[src/core/fsq_pkg.sv]
package fsq_pkg;
  // clock and timing, each time in its own unit, cycles derived from it
  localparam int CLK_NS = 100;
  localparam int T_WP_NS = 35;
  localparam int T_ACC_NS = 55;
  localparam int T_BUSY_NS = 90;
  localparam int T_RP_NS = 500;
  localparam int T_RH_NS = 50;
  localparam int T_WIN_US = 50;
  // least times round up, the erase window (a longest time) rounds down
  localparam int WP_CYC = ((T_WP_NS + CLK_NS - 1) / CLK_NS) < 1 ? 1 : (T_WP_NS + CLK_NS - 1) / CLK_NS;
  localparam int ACC_CYC = ((T_ACC_NS + CLK_NS - 1) / CLK_NS) < 1 ? 1 : (T_ACC_NS + CLK_NS - 1) / CLK_NS;
  localparam int BUSY_CYC = ((T_BUSY_NS + CLK_NS - 1) / CLK_NS) < 1 ? 1 : (T_BUSY_NS + CLK_NS - 1) / CLK_NS;
  localparam int RP_CYC = ((T_RP_NS + CLK_NS - 1) / CLK_NS) < 1 ? 1 : (T_RP_NS + CLK_NS - 1) / CLK_NS;
  localparam int RH_CYC = ((T_RH_NS + CLK_NS - 1) / CLK_NS) < 1 ? 1 : (T_RH_NS + CLK_NS - 1) / CLK_NS;
  localparam int WIN_CYC = (T_WIN_US * 1000) / CLK_NS;
  // flash pin widths
  localparam int AW = 20;
  localparam int DW = 16;
  // unlock addresses per width
  localparam logic [AW-1:0] UNLK1_W = 20'h00555;
  localparam logic [AW-1:0] UNLK2_W = 20'h002AA;
  localparam logic [AW-1:0] UNLK1_B = 20'h00AAA;
  localparam logic [AW-1:0] UNLK2_B = 20'h00555;
  // command data codes
  localparam logic [7:0] D_UNLK1 = 8'hAA;
  localparam logic [7:0] D_UNLK2 = 8'h55;
  localparam logic [7:0] D_PROG = 8'hA0;
  localparam logic [7:0] D_ERASE = 8'h80;
  localparam logic [7:0] D_CHIP = 8'h10;
  localparam logic [7:0] D_SECT = 8'h30;
  localparam logic [7:0] D_SSR = 8'h88;
  localparam logic [7:0] D_BYP = 8'h20;
  localparam logic [7:0] D_EXIT = 8'h90;
  localparam logic [7:0] D_ZERO = 8'h00;
  localparam logic [7:0] D_RESET = 8'hF0;
  // status bit positions on the data bus
  localparam int DATA_POLL_POS = 7;
  localparam int TOGGLE_POS = 6;
  localparam int TIMEOUT_ERR_POS = 5;
  localparam int ERASE_TIMER_POS = 3;
  localparam int ALT_TOGGLE_POS = 2;
  // apb register byte offsets
  localparam logic [7:0] REG_ADDR = 8'h00;
  localparam logic [7:0] REG_DATA = 8'h04;
  localparam logic [7:0] REG_CFG = 8'h08;
  localparam logic [7:0] REG_CMD = 8'h0C;
  localparam logic [7:0] REG_STATUS = 8'h10;
  localparam logic [7:0] REG_RDATA = 8'h14;
  localparam int CFG_BYTE_POS = 0;
  localparam logic CFG_RESET = 1'b0;
  // status bit positions
  localparam int ST_BUSY = 0;
  localparam int ST_READY = 1;
  localparam int ST_BYPASS = 2;
  localparam int ST_SSR = 3;
  localparam int ST_WINDOW = 4;
  localparam int ST_REFUSED = 5;
  localparam int ST_TOERR = 6;
  localparam int ST_VERR = 7;
  // operations written to the command register
  typedef enum logic [3:0] {
    OP_PROG = 4'h0, OP_CHIP = 4'h1, OP_SECT = 4'h2, OP_SECT_ADD = 4'h3,
    OP_BYP_ENTER = 4'h4, OP_BYP_PROG = 4'h5, OP_BYP_EXIT = 4'h6,
    OP_SSR_ENTER = 4'h7, OP_SSR_EXIT = 4'h8, OP_RESET = 4'h9,
    OP_HWRST = 4'hA, OP_READ = 4'hB
  } fsq_op_e;
  // address kind of a sequence step
  typedef enum logic [1:0] {
    AK_U1 = 2'h0, AK_U2 = 2'h1, AK_USER_DATA = 2'h2, AK_USER = 2'h3
  } fsq_ak_e;
endpackage

[src/core/fsq_bus_cycle.sv]
`timescale 1ns/1ns
`default_nettype none
module fsq_bus_cycle (
  // clock and reset
  input wire logic pclk,
  input wire logic presetn,
  // request
  input wire logic start,
  input wire logic wr,
  input wire logic [fsq_pkg::AW-1:0] addr,
  input wire logic [fsq_pkg::DW-1:0] wdata,
  output logic done,
  output logic [fsq_pkg::DW-1:0] rdata,
  // flash pins
  output logic [fsq_pkg::AW-1:0] fl_addr,
  output logic [fsq_pkg::DW-1:0] fl_dq_o,
  output logic fl_dq_oe,
  input wire logic [fsq_pkg::DW-1:0] fl_dq_i,
  output logic fl_ce_n,
  output logic fl_we_n,
  output logic fl_oe_n
);
  import fsq_pkg::*;

  typedef enum logic [2:0] {
    CY_IDLE = 3'b000, CY_SETUP = 3'b001, CY_PULSE = 3'b011, CY_HOLD = 3'b010,
    CY_RWAIT = 3'b110
  } fsq_cy_e;

  typedef struct packed {
    fsq_cy_e st;
    logic [3:0] cnt;
    logic wr;
    logic ce_n;
    logic we_n;
    logic oe_n;
    logic dq_oe;
    logic [AW-1:0] addr;
    logic [DW-1:0] dq_o;
    logic [DW-1:0] s1;
    logic [DW-1:0] s2;
    logic [DW-1:0] s3;
    logic [DW-1:0] rdata;
    logic done;
  } fsq_cy_s;

  fsq_cy_s r, n;

  // one write or read cycle; address and data held steady around the strobe
  always_comb begin
    n = r;
    n.done = 1'b0;
    n.s1 = fl_dq_i;
    n.s2 = r.s1;
    n.s3 = r.s2;
    case (r.st)
      CY_IDLE: begin
        if (start) begin
          n.st = CY_SETUP;
          n.wr = wr;
          n.addr = addr;
          n.dq_o = wdata;
          n.dq_oe = wr;
          n.ce_n = 1'b0;
          n.cnt = '0;
        end
      end
      CY_SETUP: begin
        // address is latched by the device on the later falling strobe
        if (r.wr) begin
          n.we_n = 1'b0;
          n.st = CY_PULSE;
        end else begin
          n.oe_n = 1'b0;
          n.st = CY_RWAIT;
        end
      end
      CY_PULSE: begin
        n.cnt = r.cnt + 4'd1;
        if (r.cnt == 4'(WP_CYC - 1)) begin
          n.we_n = 1'b1; // data taken on this rising edge
          n.st = CY_HOLD;
        end
      end
      CY_HOLD: begin
        n.ce_n = 1'b1;
        n.dq_oe = 1'b0;
        n.done = 1'b1;
        n.st = CY_IDLE;
      end
      CY_RWAIT: begin
        // access time plus the sync depth, then only a settled value counts
        if (r.cnt != 4'(ACC_CYC + 2)) begin
          n.cnt = r.cnt + 4'd1;
        end else if (r.s2 == r.s3) begin
          n.rdata = r.s3;
          n.oe_n = 1'b1;
          n.ce_n = 1'b1;
          n.done = 1'b1;
          n.st = CY_IDLE;
        end
      end
      default: n.st = CY_IDLE;
    endcase
  end

  // state register
  always_ff @(posedge pclk or negedge presetn) begin
    if (!presetn) begin
      r <= '{st: CY_IDLE, ce_n: 1'b1, we_n: 1'b1, oe_n: 1'b1, default: '0};
    end else begin
      r <= n;
    end
  end

  assign done = r.done;
  assign rdata = r.rdata;
  assign fl_addr = r.addr;
  assign fl_dq_o = r.dq_o;
  assign fl_dq_oe = r.dq_oe;
  assign fl_ce_n = r.ce_n;
  assign fl_we_n = r.we_n;
  assign fl_oe_n = r.oe_n;
endmodule // fsq_bus_cycle
`default_nettype wire

[src/core/fsq_host.sv]
// Chosen here: the APB interface to the registers and the placing of the registers.
`timescale 1ns/1ns
`default_nettype none
module fsq_host (
  // apb slave
  input wire logic pclk,
  input wire logic presetn,
  input wire logic psel,
  input wire logic penable,
  input wire logic pwrite,
  input wire logic [7:0] paddr,
  input wire logic [31:0] pwdata,
  output logic [31:0] prdata,
  output logic pready,
  output logic pslverr,
  // flash pins
  output logic [fsq_pkg::AW-1:0] fl_addr,
  output logic [fsq_pkg::DW-1:0] fl_dq_o,
  output logic fl_dq_oe,
  input wire logic [fsq_pkg::DW-1:0] fl_dq_i,
  output logic fl_ce_n,
  output logic fl_we_n,
  output logic fl_oe_n,
  output logic fl_reset_n,
  output logic fl_width_n,
  input wire logic ready_busy_n
);
  import fsq_pkg::*;

  typedef enum logic [2:0] {
    HS_IDLE = 3'b000, HS_SEQ = 3'b001, HS_WINDOW = 3'b011, HS_POLL = 3'b010,
    HS_HWRST = 3'b110
  } fsq_hs_e;

  typedef struct packed {
    fsq_hs_e st;
    fsq_op_e op;
    logic [2:0] idx;
    logic issued;
    logic [9:0] cnt;
    logic [AW-1:0] addr;
    logic [DW-1:0] data;
    logic byte_mode;
    logic in_bypass;
    logic in_ssr;
    logic refused;
    logic to_err;
    logic v_err;
    logic [DW-1:0] rdata;
    logic [31:0] prdata;
    logic start;
    logic cyc_wr;
    logic [AW-1:0] cyc_addr;
    logic [DW-1:0] cyc_wdata;
    logic rst_n;
    logic s1;
    logic s2;
    logic s3;
    logic rdy;
  } fsq_hs_s;

  fsq_hs_s r, n;
  logic cyc_done;
  logic [DW-1:0] cyc_rdata;
  logic [7:0] status;
  logic cmd_wr;
  logic ok;
  logic [1:0] ak;
  logic [7:0] sd;
  logic [2:0] slen;

  // sequence table: address kind and data code of each step
  function automatic logic [12:0] seq_step(input fsq_op_e op, input logic [2:0] i);
    logic [12:0] s;
    s = {3'd1, AK_U1, D_RESET};
    case (op)
      OP_PROG: case (i)
        3'd0: s = {3'd4, AK_U1, D_UNLK1};
        3'd1: s = {3'd4, AK_U2, D_UNLK2};
        3'd2: s = {3'd4, AK_U1, D_PROG};
        default: s = {3'd4, AK_USER_DATA, D_ZERO};
      endcase
      OP_CHIP, OP_SECT: case (i)
        3'd0, 3'd3: s = {3'd6, AK_U1, D_UNLK1};
        3'd1, 3'd4: s = {3'd6, AK_U2, D_UNLK2};
        3'd2: s = {3'd6, AK_U1, D_ERASE};
        default: s = (op == OP_CHIP) ? {3'd6, AK_U1, D_CHIP} : {3'd6, AK_USER, D_SECT};
      endcase
      OP_SECT_ADD: s = {3'd1, AK_USER, D_SECT};
      OP_BYP_ENTER, OP_SSR_ENTER: case (i)
        3'd0: s = {3'd3, AK_U1, D_UNLK1};
        3'd1: s = {3'd3, AK_U2, D_UNLK2};
        default: s = {3'd3, AK_U1, (op == OP_SSR_ENTER) ? D_SSR : D_BYP};
      endcase
      OP_BYP_PROG: s = (i == 3'd0) ? {3'd2, AK_U1, D_PROG} : {3'd2, AK_USER_DATA, D_ZERO};
      OP_BYP_EXIT: s = (i == 3'd0) ? {3'd2, AK_U1, D_EXIT} : {3'd2, AK_U1, D_ZERO};
      OP_SSR_EXIT: case (i)
        3'd0: s = {3'd4, AK_U1, D_UNLK1};
        3'd1: s = {3'd4, AK_U2, D_UNLK2};
        3'd2: s = {3'd4, AK_U1, D_EXIT};
        default: s = {3'd4, AK_U1, D_ZERO};
      endcase
      OP_READ: s = {3'd1, AK_USER, D_ZERO}; // array read at the user address
      default: s = {3'd1, AK_U1, D_RESET};
    endcase
    return s;
  endfunction

  assign {slen, ak, sd} = seq_step(r.op, r.idx);
  assign cmd_wr = psel && penable && pwrite && (paddr == REG_CMD);

  // which operations the host may launch in its present mode
  always_comb begin
    ok = 1'b0;
    case (r.st)
      HS_IDLE: begin
        if (r.in_bypass) begin
          ok = pwdata[3:0] inside {OP_BYP_PROG, OP_BYP_EXIT, OP_READ};
        end else begin
          ok = (pwdata[3:0] <= 4'(OP_READ)) && (pwdata[3:0] != 4'(OP_SECT_ADD)) &&
               !(r.in_ssr && pwdata[3:0] == 4'(OP_BYP_ENTER));
        end
      end
      HS_WINDOW: ok = pwdata[3:0] inside {OP_SECT_ADD, OP_RESET};
      default: ok = 1'b0;
    endcase
    if (pwdata[3:0] == 4'(OP_HWRST)) begin
      ok = 1'b1;
    end
  end

  assign status = {r.v_err, r.to_err, r.refused, (r.st == HS_WINDOW), r.in_ssr, r.in_bypass,
                   r.rdy, (r.st != HS_IDLE)};

  // main sequencer
  always_comb begin
    n = r;
    n.start = 1'b0;
    // ready pin: three flops, accepted once the last two agree
    n.s1 = ready_busy_n;
    n.s2 = r.s1;
    n.s3 = r.s2;
    if (r.s2 == r.s3) begin
      n.rdy = r.s3;
    end
    // apb read data is built in the setup phase so the access needs no wait
    if (psel && !penable && !pwrite) begin
      case (paddr)
        REG_ADDR: n.prdata = 32'(r.addr);
        REG_DATA: n.prdata = 32'(r.data);
        REG_CFG: n.prdata = 32'(r.byte_mode);
        REG_STATUS: n.prdata = 32'(status);
        REG_RDATA: n.prdata = 32'(r.rdata);
        default: n.prdata = 32'h0000_0000;
      endcase
    end
    // the address stays writable in the erase window so further sectors can be queued
    if (psel && penable && pwrite &&
        (r.st == HS_IDLE || (r.st == HS_WINDOW && paddr == REG_ADDR))) begin
      case (paddr)
        REG_ADDR: n.addr = pwdata[AW-1:0];
        REG_DATA: n.data = pwdata[DW-1:0];
        REG_CFG: n.byte_mode = pwdata[CFG_BYTE_POS];
        default: n.addr = r.addr;
      endcase
    end
    case (r.st)
      HS_SEQ: begin
        if (!r.issued) begin
          n.start = 1'b1;
          n.issued = 1'b1;
          n.cyc_wr = (r.op != OP_READ);
          n.cyc_wdata = (ak == AK_USER_DATA) ? r.data : DW'(sd);
          case (ak)
            AK_U1: n.cyc_addr = r.byte_mode ? UNLK1_B : UNLK1_W;
            AK_U2: n.cyc_addr = r.byte_mode ? UNLK2_B : UNLK2_W;
            default: n.cyc_addr = r.addr;
          endcase
        end else if (cyc_done) begin
          n.issued = 1'b0;
          n.cnt = '0;
          if (r.op == OP_READ) begin
            n.rdata = cyc_rdata;
            n.st = HS_IDLE;
          end else if (r.idx != slen - 3'd1) begin
            n.idx = r.idx + 3'd1;
          end else begin
            n.st = HS_IDLE;
            case (r.op)
              OP_PROG, OP_BYP_PROG, OP_CHIP: n.st = HS_POLL;
              OP_SECT, OP_SECT_ADD: n.st = HS_WINDOW;
              OP_BYP_ENTER: n.in_bypass = 1'b1;
              OP_BYP_EXIT: n.in_bypass = 1'b0;
              OP_SSR_ENTER: n.in_ssr = 1'b1;
              OP_SSR_EXIT: n.in_ssr = 1'b0;
              default: n.st = HS_IDLE;
            endcase
          end
        end
      end
      HS_WINDOW: begin
        // counted from the end of the last write strobe
        n.cnt = r.cnt + 10'd1;
        if (r.cnt == 10'(WIN_CYC - 1)) begin
          n.st = HS_POLL;
          n.cnt = '0;
        end
      end
      HS_POLL: begin
        // wait for the device to drop ready before trusting the pin
        if (r.cnt != 10'(BUSY_CYC)) begin
          n.cnt = r.cnt + 10'd1;
        end else if (!r.issued) begin
          n.start = 1'b1;
          n.issued = 1'b1;
          n.cyc_wr = 1'b0;
          n.cyc_addr = r.addr;
        end else if (cyc_done) begin
          n.issued = 1'b0;
          n.rdata = cyc_rdata;
          if (r.rdy) begin
            n.st = HS_IDLE;
            if ((r.op == OP_PROG || r.op == OP_BYP_PROG) &&
                (r.byte_mode ? cyc_rdata[7:0] != r.data[7:0] : cyc_rdata != r.data)) begin
              n.v_err = 1'b1;
            end
          end else if (cyc_rdata[TIMEOUT_ERR_POS]) begin
            n.to_err = 1'b1;
            n.op = OP_RESET;
            n.idx = '0;
            n.st = HS_SEQ;
          end
        end
      end
      HS_HWRST: begin
        n.cnt = r.cnt + 10'd1;
        if (r.cnt == 10'(RP_CYC - 1)) begin
          n.rst_n = 1'b1;
        end
        if (r.cnt == 10'(RP_CYC + RH_CYC - 1)) begin
          n.st = HS_IDLE;
          n.cnt = '0;
        end
      end
      default: n.st = HS_IDLE;
    endcase
    // launching an operation; a refusal sets the sticky flag last so it wins
    if (cmd_wr) begin
      if (ok && !(r.issued && pwdata[3:0] == 4'(OP_HWRST) && !cyc_done)) begin
        n.op = fsq_op_e'(pwdata[3:0]);
        n.idx = '0;
        n.cnt = '0;
        n.issued = 1'b0;
        n.refused = 1'b0;
        n.to_err = 1'b0;
        n.v_err = 1'b0;
        if (pwdata[3:0] == 4'(OP_HWRST)) begin
          n.st = HS_HWRST;
          n.start = 1'b0; // no strobe cycle may launch into the reset pulse
          n.rst_n = 1'b0;
          n.in_bypass = 1'b0;
          n.in_ssr = 1'b0;
        end else begin
          n.st = HS_SEQ;
        end
      end else begin
        n.refused = 1'b1;
      end
    end
  end

  // state register
  always_ff @(posedge pclk or negedge presetn) begin
    if (!presetn) begin
      r <= '{st: HS_IDLE, op: OP_RESET, rst_n: 1'b1, byte_mode: CFG_RESET, s1: 1'b1, s2: 1'b1,
             s3: 1'b1, rdy: 1'b1, default: '0};
    end else begin
      r <= n;
    end
  end

  // one strobe generator for every command write and status read
  fsq_bus_cycle u_cycle (
    .pclk(pclk),
    .presetn(presetn),
    .start(r.start),
    .wr(r.cyc_wr),
    .addr(r.cyc_addr),
    .wdata(r.cyc_wdata),
    .done(cyc_done),
    .rdata(cyc_rdata),
    .fl_addr(fl_addr),
    .fl_dq_o(fl_dq_o),
    .fl_dq_oe(fl_dq_oe),
    .fl_dq_i(fl_dq_i),
    .fl_ce_n(fl_ce_n),
    .fl_we_n(fl_we_n),
    .fl_oe_n(fl_oe_n)
  );

  assign prdata = r.prdata;
  assign pready = 1'b1;
  assign pslverr = psel && penable && !(paddr inside {REG_ADDR, REG_DATA, REG_CFG, REG_CMD,
                   REG_STATUS, REG_RDATA});
  assign fl_reset_n = r.rst_n;
  assign fl_width_n = !r.byte_mode;
endmodule // fsq_host
`default_nettype wire

[config.mk]
export PLATFORM = sky130hd
export DESIGN_NAME = fsq_host
export DESIGN_NICKNAME = d
export VERILOG_FILES = /design/src/core/fsq_pkg.sv /design/src/core/fsq_bus_cycle.sv /design/src/core/fsq_host.sv
export SDC_FILE = /design/constraint.sdc
export NUM_CORES = 1
export LEC_CHECK = 0
export BUFFER_PORTS_ARGS = -buffer_cell sky130_fd_sc_hd__buf_4
export CORE_MARGIN = 2
export CORE_UTILIZATION = 45
export DETAILED_ROUTE_END_ITERATION = 12
export GPL_TIMING_DRIVEN = 0
export RECOVER_POWER = 25
export SETUP_SLACK_MARGIN = 0.3
export SYNTH_ARGS = -nofsm -noshare
export SYNTH_HDL_FRONTEND = slang
export SYNTH_SLANG_ARGS = --single-unit
export TNS_END_PERCENT = 30
[constraint.sdc]
create_clock -name pclk -period 7.9 [get_ports pclk]
set_input_delay 0.395 -clock pclk [delete_from_list [all_inputs] [get_ports pclk]]
set_output_delay 0.395 -clock pclk [all_outputs]
set_load 0.02 [all_outputs]
==> results of run 1 <==
==> worst min-delay path by stage <==
stage / start / to / slack [ns] / cells after the start
after floorplan: presetn / prdata[0] / 0.1 / 0
after global placement: u_cycle.n[44] / u_cycle.n[28] / 0.33 / 0
after detailed placement: u_cycle.n[33] / u_cycle.n[17] / 0.34 / 0
after CTS: pwdata[17] / r[130] / 0.07 / 2
after global routing: pwdata[16] / r[129] / 0.09 / 2
final: pwdata[19] / r[132] / 0.09 / 2
==> area by class of cell <==
type	instances	area (um^2)	area share
Buffer	124	769	0.0538
Timing Repair Buffer	129	1050	0.0734
Multi-Input combinational cell	679	4690	0.328
Clock buffer	42	845	0.0591
Sequential cell	255	6390	0.447
Inverter	20	75.1	0.00525
Clock inverter	8	52.6	0.00368
Tap cell	335	419	0.0293
==> where the power goes <==
part	switching, mW	internal (mW)	leakage, nW	total [mW]
combinational	0.370	0.338	2.93	0.707
sequential	0.146	1.45	3.29	1.60
clock	0.524	0.737	0.445	1.26
total	1.04	2.53	6.67	3.57
==> state kept, by name, summed over array words and instances (netlist names), 2 cells and up <==
register	cells
u_cycle.r	24
r	119
u_cycle.rdata	16
u_cycle.n	32
n	2
prdata	20
u_cycle.fl_dq_o	16
u_cycle.fl_addr	20
==> placed cells by master (no fill, tap or decap), drive strengths merged, types with 4 or more instances in the layout <==
cell type and count:
buf 176, conb 13, a221o 5, dlygate4sd3 18
nor2 44, nor4b 4, a211oi 5, nand2 118
or4 6, and2 7, ha 11, a31oi 9
o22ai 9, a21oi 35, a221oi 15, and3 6
inv 21, nor3b 9, o31ai 5, clkbuf 101
nor2b 12, xnor2 28, nor3 9, nand3 26
o21ai 71, nand2b 11, xor2 15, a311oi 7
dfrtp 245, a41oi 7, a22o 21, a222oi 5
mux2 87, dfstp 10, nor4 15, nand4 12
clkinv 6
==> logic make-up (layout without fill, tap and decap cells) <==
logic type,after synthesis,count (layout)
and+or+nand+nor,298,298
DFF,255,255
AOI/OAI and AO/OA,223,223
buffers and inverters,144,323
muxes,89,89
xor gates and xnor gates,43,43
adders and majority gates,13,13
other,2,13
==> routing by layer <==
layer	global-route usage	routed length [um]
met5	0	0
met4	0.0618	802
met3	0.0347	1640
met2	0.333	13200
met1	0.306	13700
==> metrics by stage <==
stage | util | instances | area (um^2)
global placement | 0.507 | 1522 | 13200
CTS | 0.550 | 1592 | 14300
global route | 0.550 | 1592 | 14300
finish | 0.550 | 1592 | 14300
floorplan | - | 1078 | 11900
detailed placement | 0.509 | 1524 | 13200
==> flow_summary.json, run 1 <==
{
  "grt_setup_unrepaired": "no",
  "yosysMostFrequentCell": "dfrtp_1",
  "critical_path_class": "input port to async pin",
  "synth-seq-cells": 255,
  "globalplace.congestion": 0.895,
  "design.core.area_um2": 26000,
  "r2r_end": "r[144]",
  "cts_max_level": 1,
  "hold_viol_final": 0,
  "leakage_nw": 6.67,
  "p_per_area_nw_per_um2": 250,
  "viasPerCell": 5.39,
  "clk_latency_ns": 0.55,
  "yosysTopAreaCell": "dfrtp_1",
  "crit_required_ns": 7.70,
  "maxSlewViolCount": 64,
  "synthAdderAreaFrac": 0.0133,
  "worst_slack_ns": 4.14,
  "detail_route.wl_per_cell_um": 18.4,
  "grt_pass1_vias": 8434,
  "worstMarginPinSlew_ns": 3.67,
  "antenna_left": 0,
  "finalSetupTns_ns": 0,
  "grt_first_pass_wirelength_um": 47200,
  "holdWs_ns": 0.0868,
  "track_usage": 0.212,
  "synth_warnings": 0,
  "fillCellCount": 2323,
  "violations": "capacitance limit, slew limit",
  "final_nets": 1310,
  "cts.clk_slew.worst_paths_ns": 0.06,
  "crit-reg2reg-launch": "r[147]",
  "drt-pass1-iter-count": 5,
  "hpwl_um": 21500,
  "grt_overflow": 0,
  "cp-end-kind": "async pin",
  "synth-xor-area-share": 0.0317,
  "ys_types": 85,
  "design.die.area_um2": 27700,
  "synth_top_area_frac": 0.516,
  "initial_utilization": 0.457,
  "cts.sinks": 255,
  "arrival_ns": 3.55,
  "synth_edf_count": 0,
  "cts_buffer_depth": 3,
  "yosys_most_used_dff": "dfrtp_1",
  "postCtsHoldBufs": 18,
  "max_cap_violations": 1,
  "synth.avg_cell_area_um2": 11.1,
  "synth_top_family_by_area": "simple AND/OR/NAND/NOR gates",
  "min_period_over_period": 0.476,
  "antenna_cells": 0,
  "path_buf_inv": 2,
  "die_w_um": 167,
  "outcome": "complete, but fails checks",
  "ioPinCount": 138,
  "layout_min_cycle_time_ns": 3.76,
  "cts_tree": "done",
  "port_buffers": 109,
  "routed_wl_um": 29300,
  "synth_common_cells": "245 x dfrtp_1, 116 x nand2_1, 87 x mux2_2",
  "area_delta_synth_final_pct": 20.3,
  "fmax_mhz": 266,
  "crit_chain": "dlygate4sd3_1, clkbuf_1",
  "pre_cts_ws_ns": 4.82,
  "synth_simple_gate_area_frac": 0.131,
  "rows": 59,
  "max_slew_margin": -1.45,
  "cp-endpoint": "u_cycle.done",
  "cts_post_setup_buffers_inserted": 0,
  "yosys-top-cells-area": "dfrtp_1 52%, mux2_2 8.2%, buf_4 4.4%, nand2_1 3.7%, o21ai_0 3.0%",
  "synthCells": 1067,
  "synth_area_um2": 11900,
  "drtIter0Drc": 682,
  "seq_area_frac_synth": 0.538,
  "skew_ns": 0.0325,
  "cp_slowest_stage_delay_ns": 2.55,
  "synth_compound_area_frac": 0.131,
  "synthMuxAreaShare": 0.0841,
  "start_kind": "input port",
  "ir_worst_vdd_v": 0.000180,
  "cp.depth": 2,
  "slowest_stage": "clkbuf_1",
  "die_h_um": 167,
  "finalPower_mw": 3.57,
  "grt_max_degree": 103,
  "rrSetupSlack_ns": 4.76,
  "post_cts_resized": 0,
  "cp_top_family": "buffers and inverters",
  "startpoint": "presetn",
  "vias": 8585,
  "drive_gt1_frac": 0.286,
  "cts_root_buf": "clkbuf_16",
  "reg2reg_depth": 10,
  "final-setup-viol-count": 0,
  "post-route-drc-count": 0,
  "async_flop_share": 1.00,
  "tritoncts.num_buffers": 28,
  "hold_class": "input port to register",
  "crit_path_max_fanout": 65,
  "antenna_found_initial": 0
}
(Power assumes the default switching activity.)
==> inputs of run 2 (changes only) <==
==> constraint.sdc (replaced) <==
create_clock -name pclk -period 3.6 [get_ports pclk]
set_input_delay 0.18 -clock pclk [delete_from_list [all_inputs] [get_ports pclk]]
set_output_delay 0.18 -clock pclk [all_outputs]
set_load 0.02 [all_outputs]
==> run 2 against run 1 <==
  * The flow still finishes with violations (capacitance limit, slew limit)
  * Combinational power grew 120%
  * Global-route usage grew 0.093 points
  * Cell area grew 1.1%
  * Sequential cell count is the same
  * Critical path type is now register to register
  * Largest power group unchanged
==> flow_summary.json, run 2 (synthesis gave the netlist of run 1 again) <==
{
  "fmax_mhz": 334,
  "port_buffers": 109,
  "cts.clk_slew.worst_paths_ns": 0.07,
  "arrival_ns": 3.45,
  "post-route-drc-count": 0,
  "antenna_cells": 0,
  "p_per_area_nw_per_um2": 543,
  "fillCellCount": 2297,
  "cts_tree": "done",
  "cts_root_buf": "clkbuf_16",
  "swShare": 0.292,
  "final_common_cell": "dfrtp_1",
  "routed_wl_um": 29500,
  "hpwl_um": 21500,
  "final-setup-viol-count": 0,
  "tritoncts.num_buffers": 28,
  "grt_setup_unrepaired": "no",
  "detail_route.wl_per_cell_um": 18.3,
  "cts.sinks": 255,
  "cp-end-kind": "register",
  "drtIter0Drc": 684,
  "crit_chain": "buf_6, buf_2, xor2_2, o21ai_0, ha_1, xnor2_1, xnor2_1, o31ai_2, mux2_2, nor2_1",
  "antenna_left": 0,
  "slowest_stage": "dfstp_2",
  "largest_reg_flops": 119,
  "skew_ns": 0.0320,
  "grt_max_degree": 103,
  "violations": "capacitance limit, slew limit",
  "crit_path_max_fanout": 10,
  "final_nets": 1327,
  "hold_viol_final": 0,
  "grt_first_pass_wirelength_um": 47400,
  "start_kind": "register",
  "layout_common_cells": "245 x dfrtp_1, 161 x buf_4, 116 x nand2_1",
  "seqCellArea_um2": 6390,
  "max_cap_violations": 1,
  "grt_overflow": 0,
  "hold_class": "input port to register",
  "rows": 59,
  "drt-pass1-iter-count": 5,
  "ir_worst_vdd_v": 0.000394,
  "outcome": "complete, but fails checks",
  "drive_gt1_frac": 0.284,
  "design.die.area_um2": 27700,
  "design.core.area_um2": 26000,
  "netSwitchingPower_mw": 2.29,
  "layout_min_cycle_time_ns": 2.99,
  "cts_buffer_depth": 3,
  "p_comb_frac": 0.200,
  "die_h_um": 167,
  "internal_power_mw": 5.56,
  "clk_latency_ns": 0.55,
  "power_frac_seq": 0.447,
  "max_slew_margin": -0.0796,
  "die_w_um": 167,
  "critical_path_class": "register to register",
  "initial_utilization": 0.457,
  "rrSetupSlack_ns": 0.61,
  "path_common_cell": "xnor2_1",
  "dp.cells": 1524,
  "maxSlewViolCount": 65,
  "multi_input_area_um2": 4700,
  "top_register": "r",
  "cts_max_level": 1,
  "area_delta_synth_final_pct": 21.6,
  "grt_pass1_vias": 8530,
  "worstMarginPinSlew_ns": 1.62,
  "track_usage": 0.213,
  "final_cells": 1609,
  "globalplace.congestion": 0.895,
  "viasPerCell": 5.37,
  "cp_slowest_stage_delay_ns": 0.53,
  "leakage_nw": 6.73,
  "antenna_found_initial": 0,
  "min_period_over_period": 0.831,
  "finalSetupTns_ns": 0,
  "p_clk_frac": 0.353,
  "ioPinCount": 138,
  "crit_required_ns": 4.06,
  "vias": 8643
}
==> run 2: changes by cell type in the layout (fill, tap and decap cells not counted), sizes merged <==
| cell | previous run | this run |
|---|---|---|
| clkbuf | 101 | 102 |
| dlygate4sd3 | 18 | 35 |
| buf | 176 | 175 |
==> run 2: repair_timing <==
item                                    in CTS  in global routing
hold endpoints to repair                   109                  0
setup buffers                                0                  0
hold buffers                                35                  0
gates resized for setup                      0                  1
endpoints found under the setup margin       0                  1
==> run 2: area by class of cell <==
type / count / share of cell area
buffer: 124 / 0.0532
clock buffer: 42 / 0.0584
clock inverter: 8 / 0.00363
inverter: 20 / 0.00519
multi-input combinational: 679 / 0.325
sequential: 255 / 0.442
tap: 335 / 0.0290
timing repair buffer: 146 / 0.0831
==> run 2: power groups by stage <==
stage	Sequential [mW]	Combinational (mW)	Clock, mW
after floorplan	3.45	1.08	0
after global placement	3.55	1.51	0
after global routing	3.56	1.73	2.95
after CTS	3.51	1.58	2.82
after detailed placement	3.55	1.53	0
final	3.51	1.57	2.77
==> run 2: worst paths after layout <==
check,start,to,cells after the start
worst max register to register,r[147],r[144],10
worst min-delay path,pwrite,prdata[0],3
worst min register to register,u_cycle.n[37],u_cycle.n[21],0
worst max-delay path,r[147],r[144],10
min in group asynchronous,presetn,u_cycle.fl_dq_o[3],2
max in group asynchronous,presetn,r[18],3
==> run 2: layer usage <==
| metal | routed length (um) | vias up | track usage |
|---|---|---|---|
| met5 | 0 | - | 0 |
| met4 | 880 | 0 | 0.0630 |
| met3 | 1370 | 56 | 0.0347 |
| met2 | 13200 | 242 | 0.335 |
| met1 | 14000 | 4205 | 0.306 |
| li1 | - | 4140 | - |
==> run 2: per-stage QoR <==
step                area (um^2)  setup slack (ns)  power [mW]  utilization  hold WS [ns]
floorplan                 11900              1.03        4.53            -        -0.116
finish                    14500             0.608        7.85        0.556        0.0268
CTS                       14500             0.493        7.91        0.557        0.0207
detailed placement        13200             0.521        5.09        0.509         0.168
global route              14500             0.403        8.25        0.556        0.0317
global placement          13200             0.234        5.06        0.507         0.288
==> run 2: worst max-delay path: cells and delay by family (launching register included) <==
kind                       cells  cell delay [ns]
AOI/OAI and AO/OA              2             0.66
xor gates and xnor gates       3             0.65
adders and majority gates      1             0.22
buffers and inverters          2             0.36
DFF                            1             0.53
muxes                          1             0.39
and+or+nand+nor                1             0.09
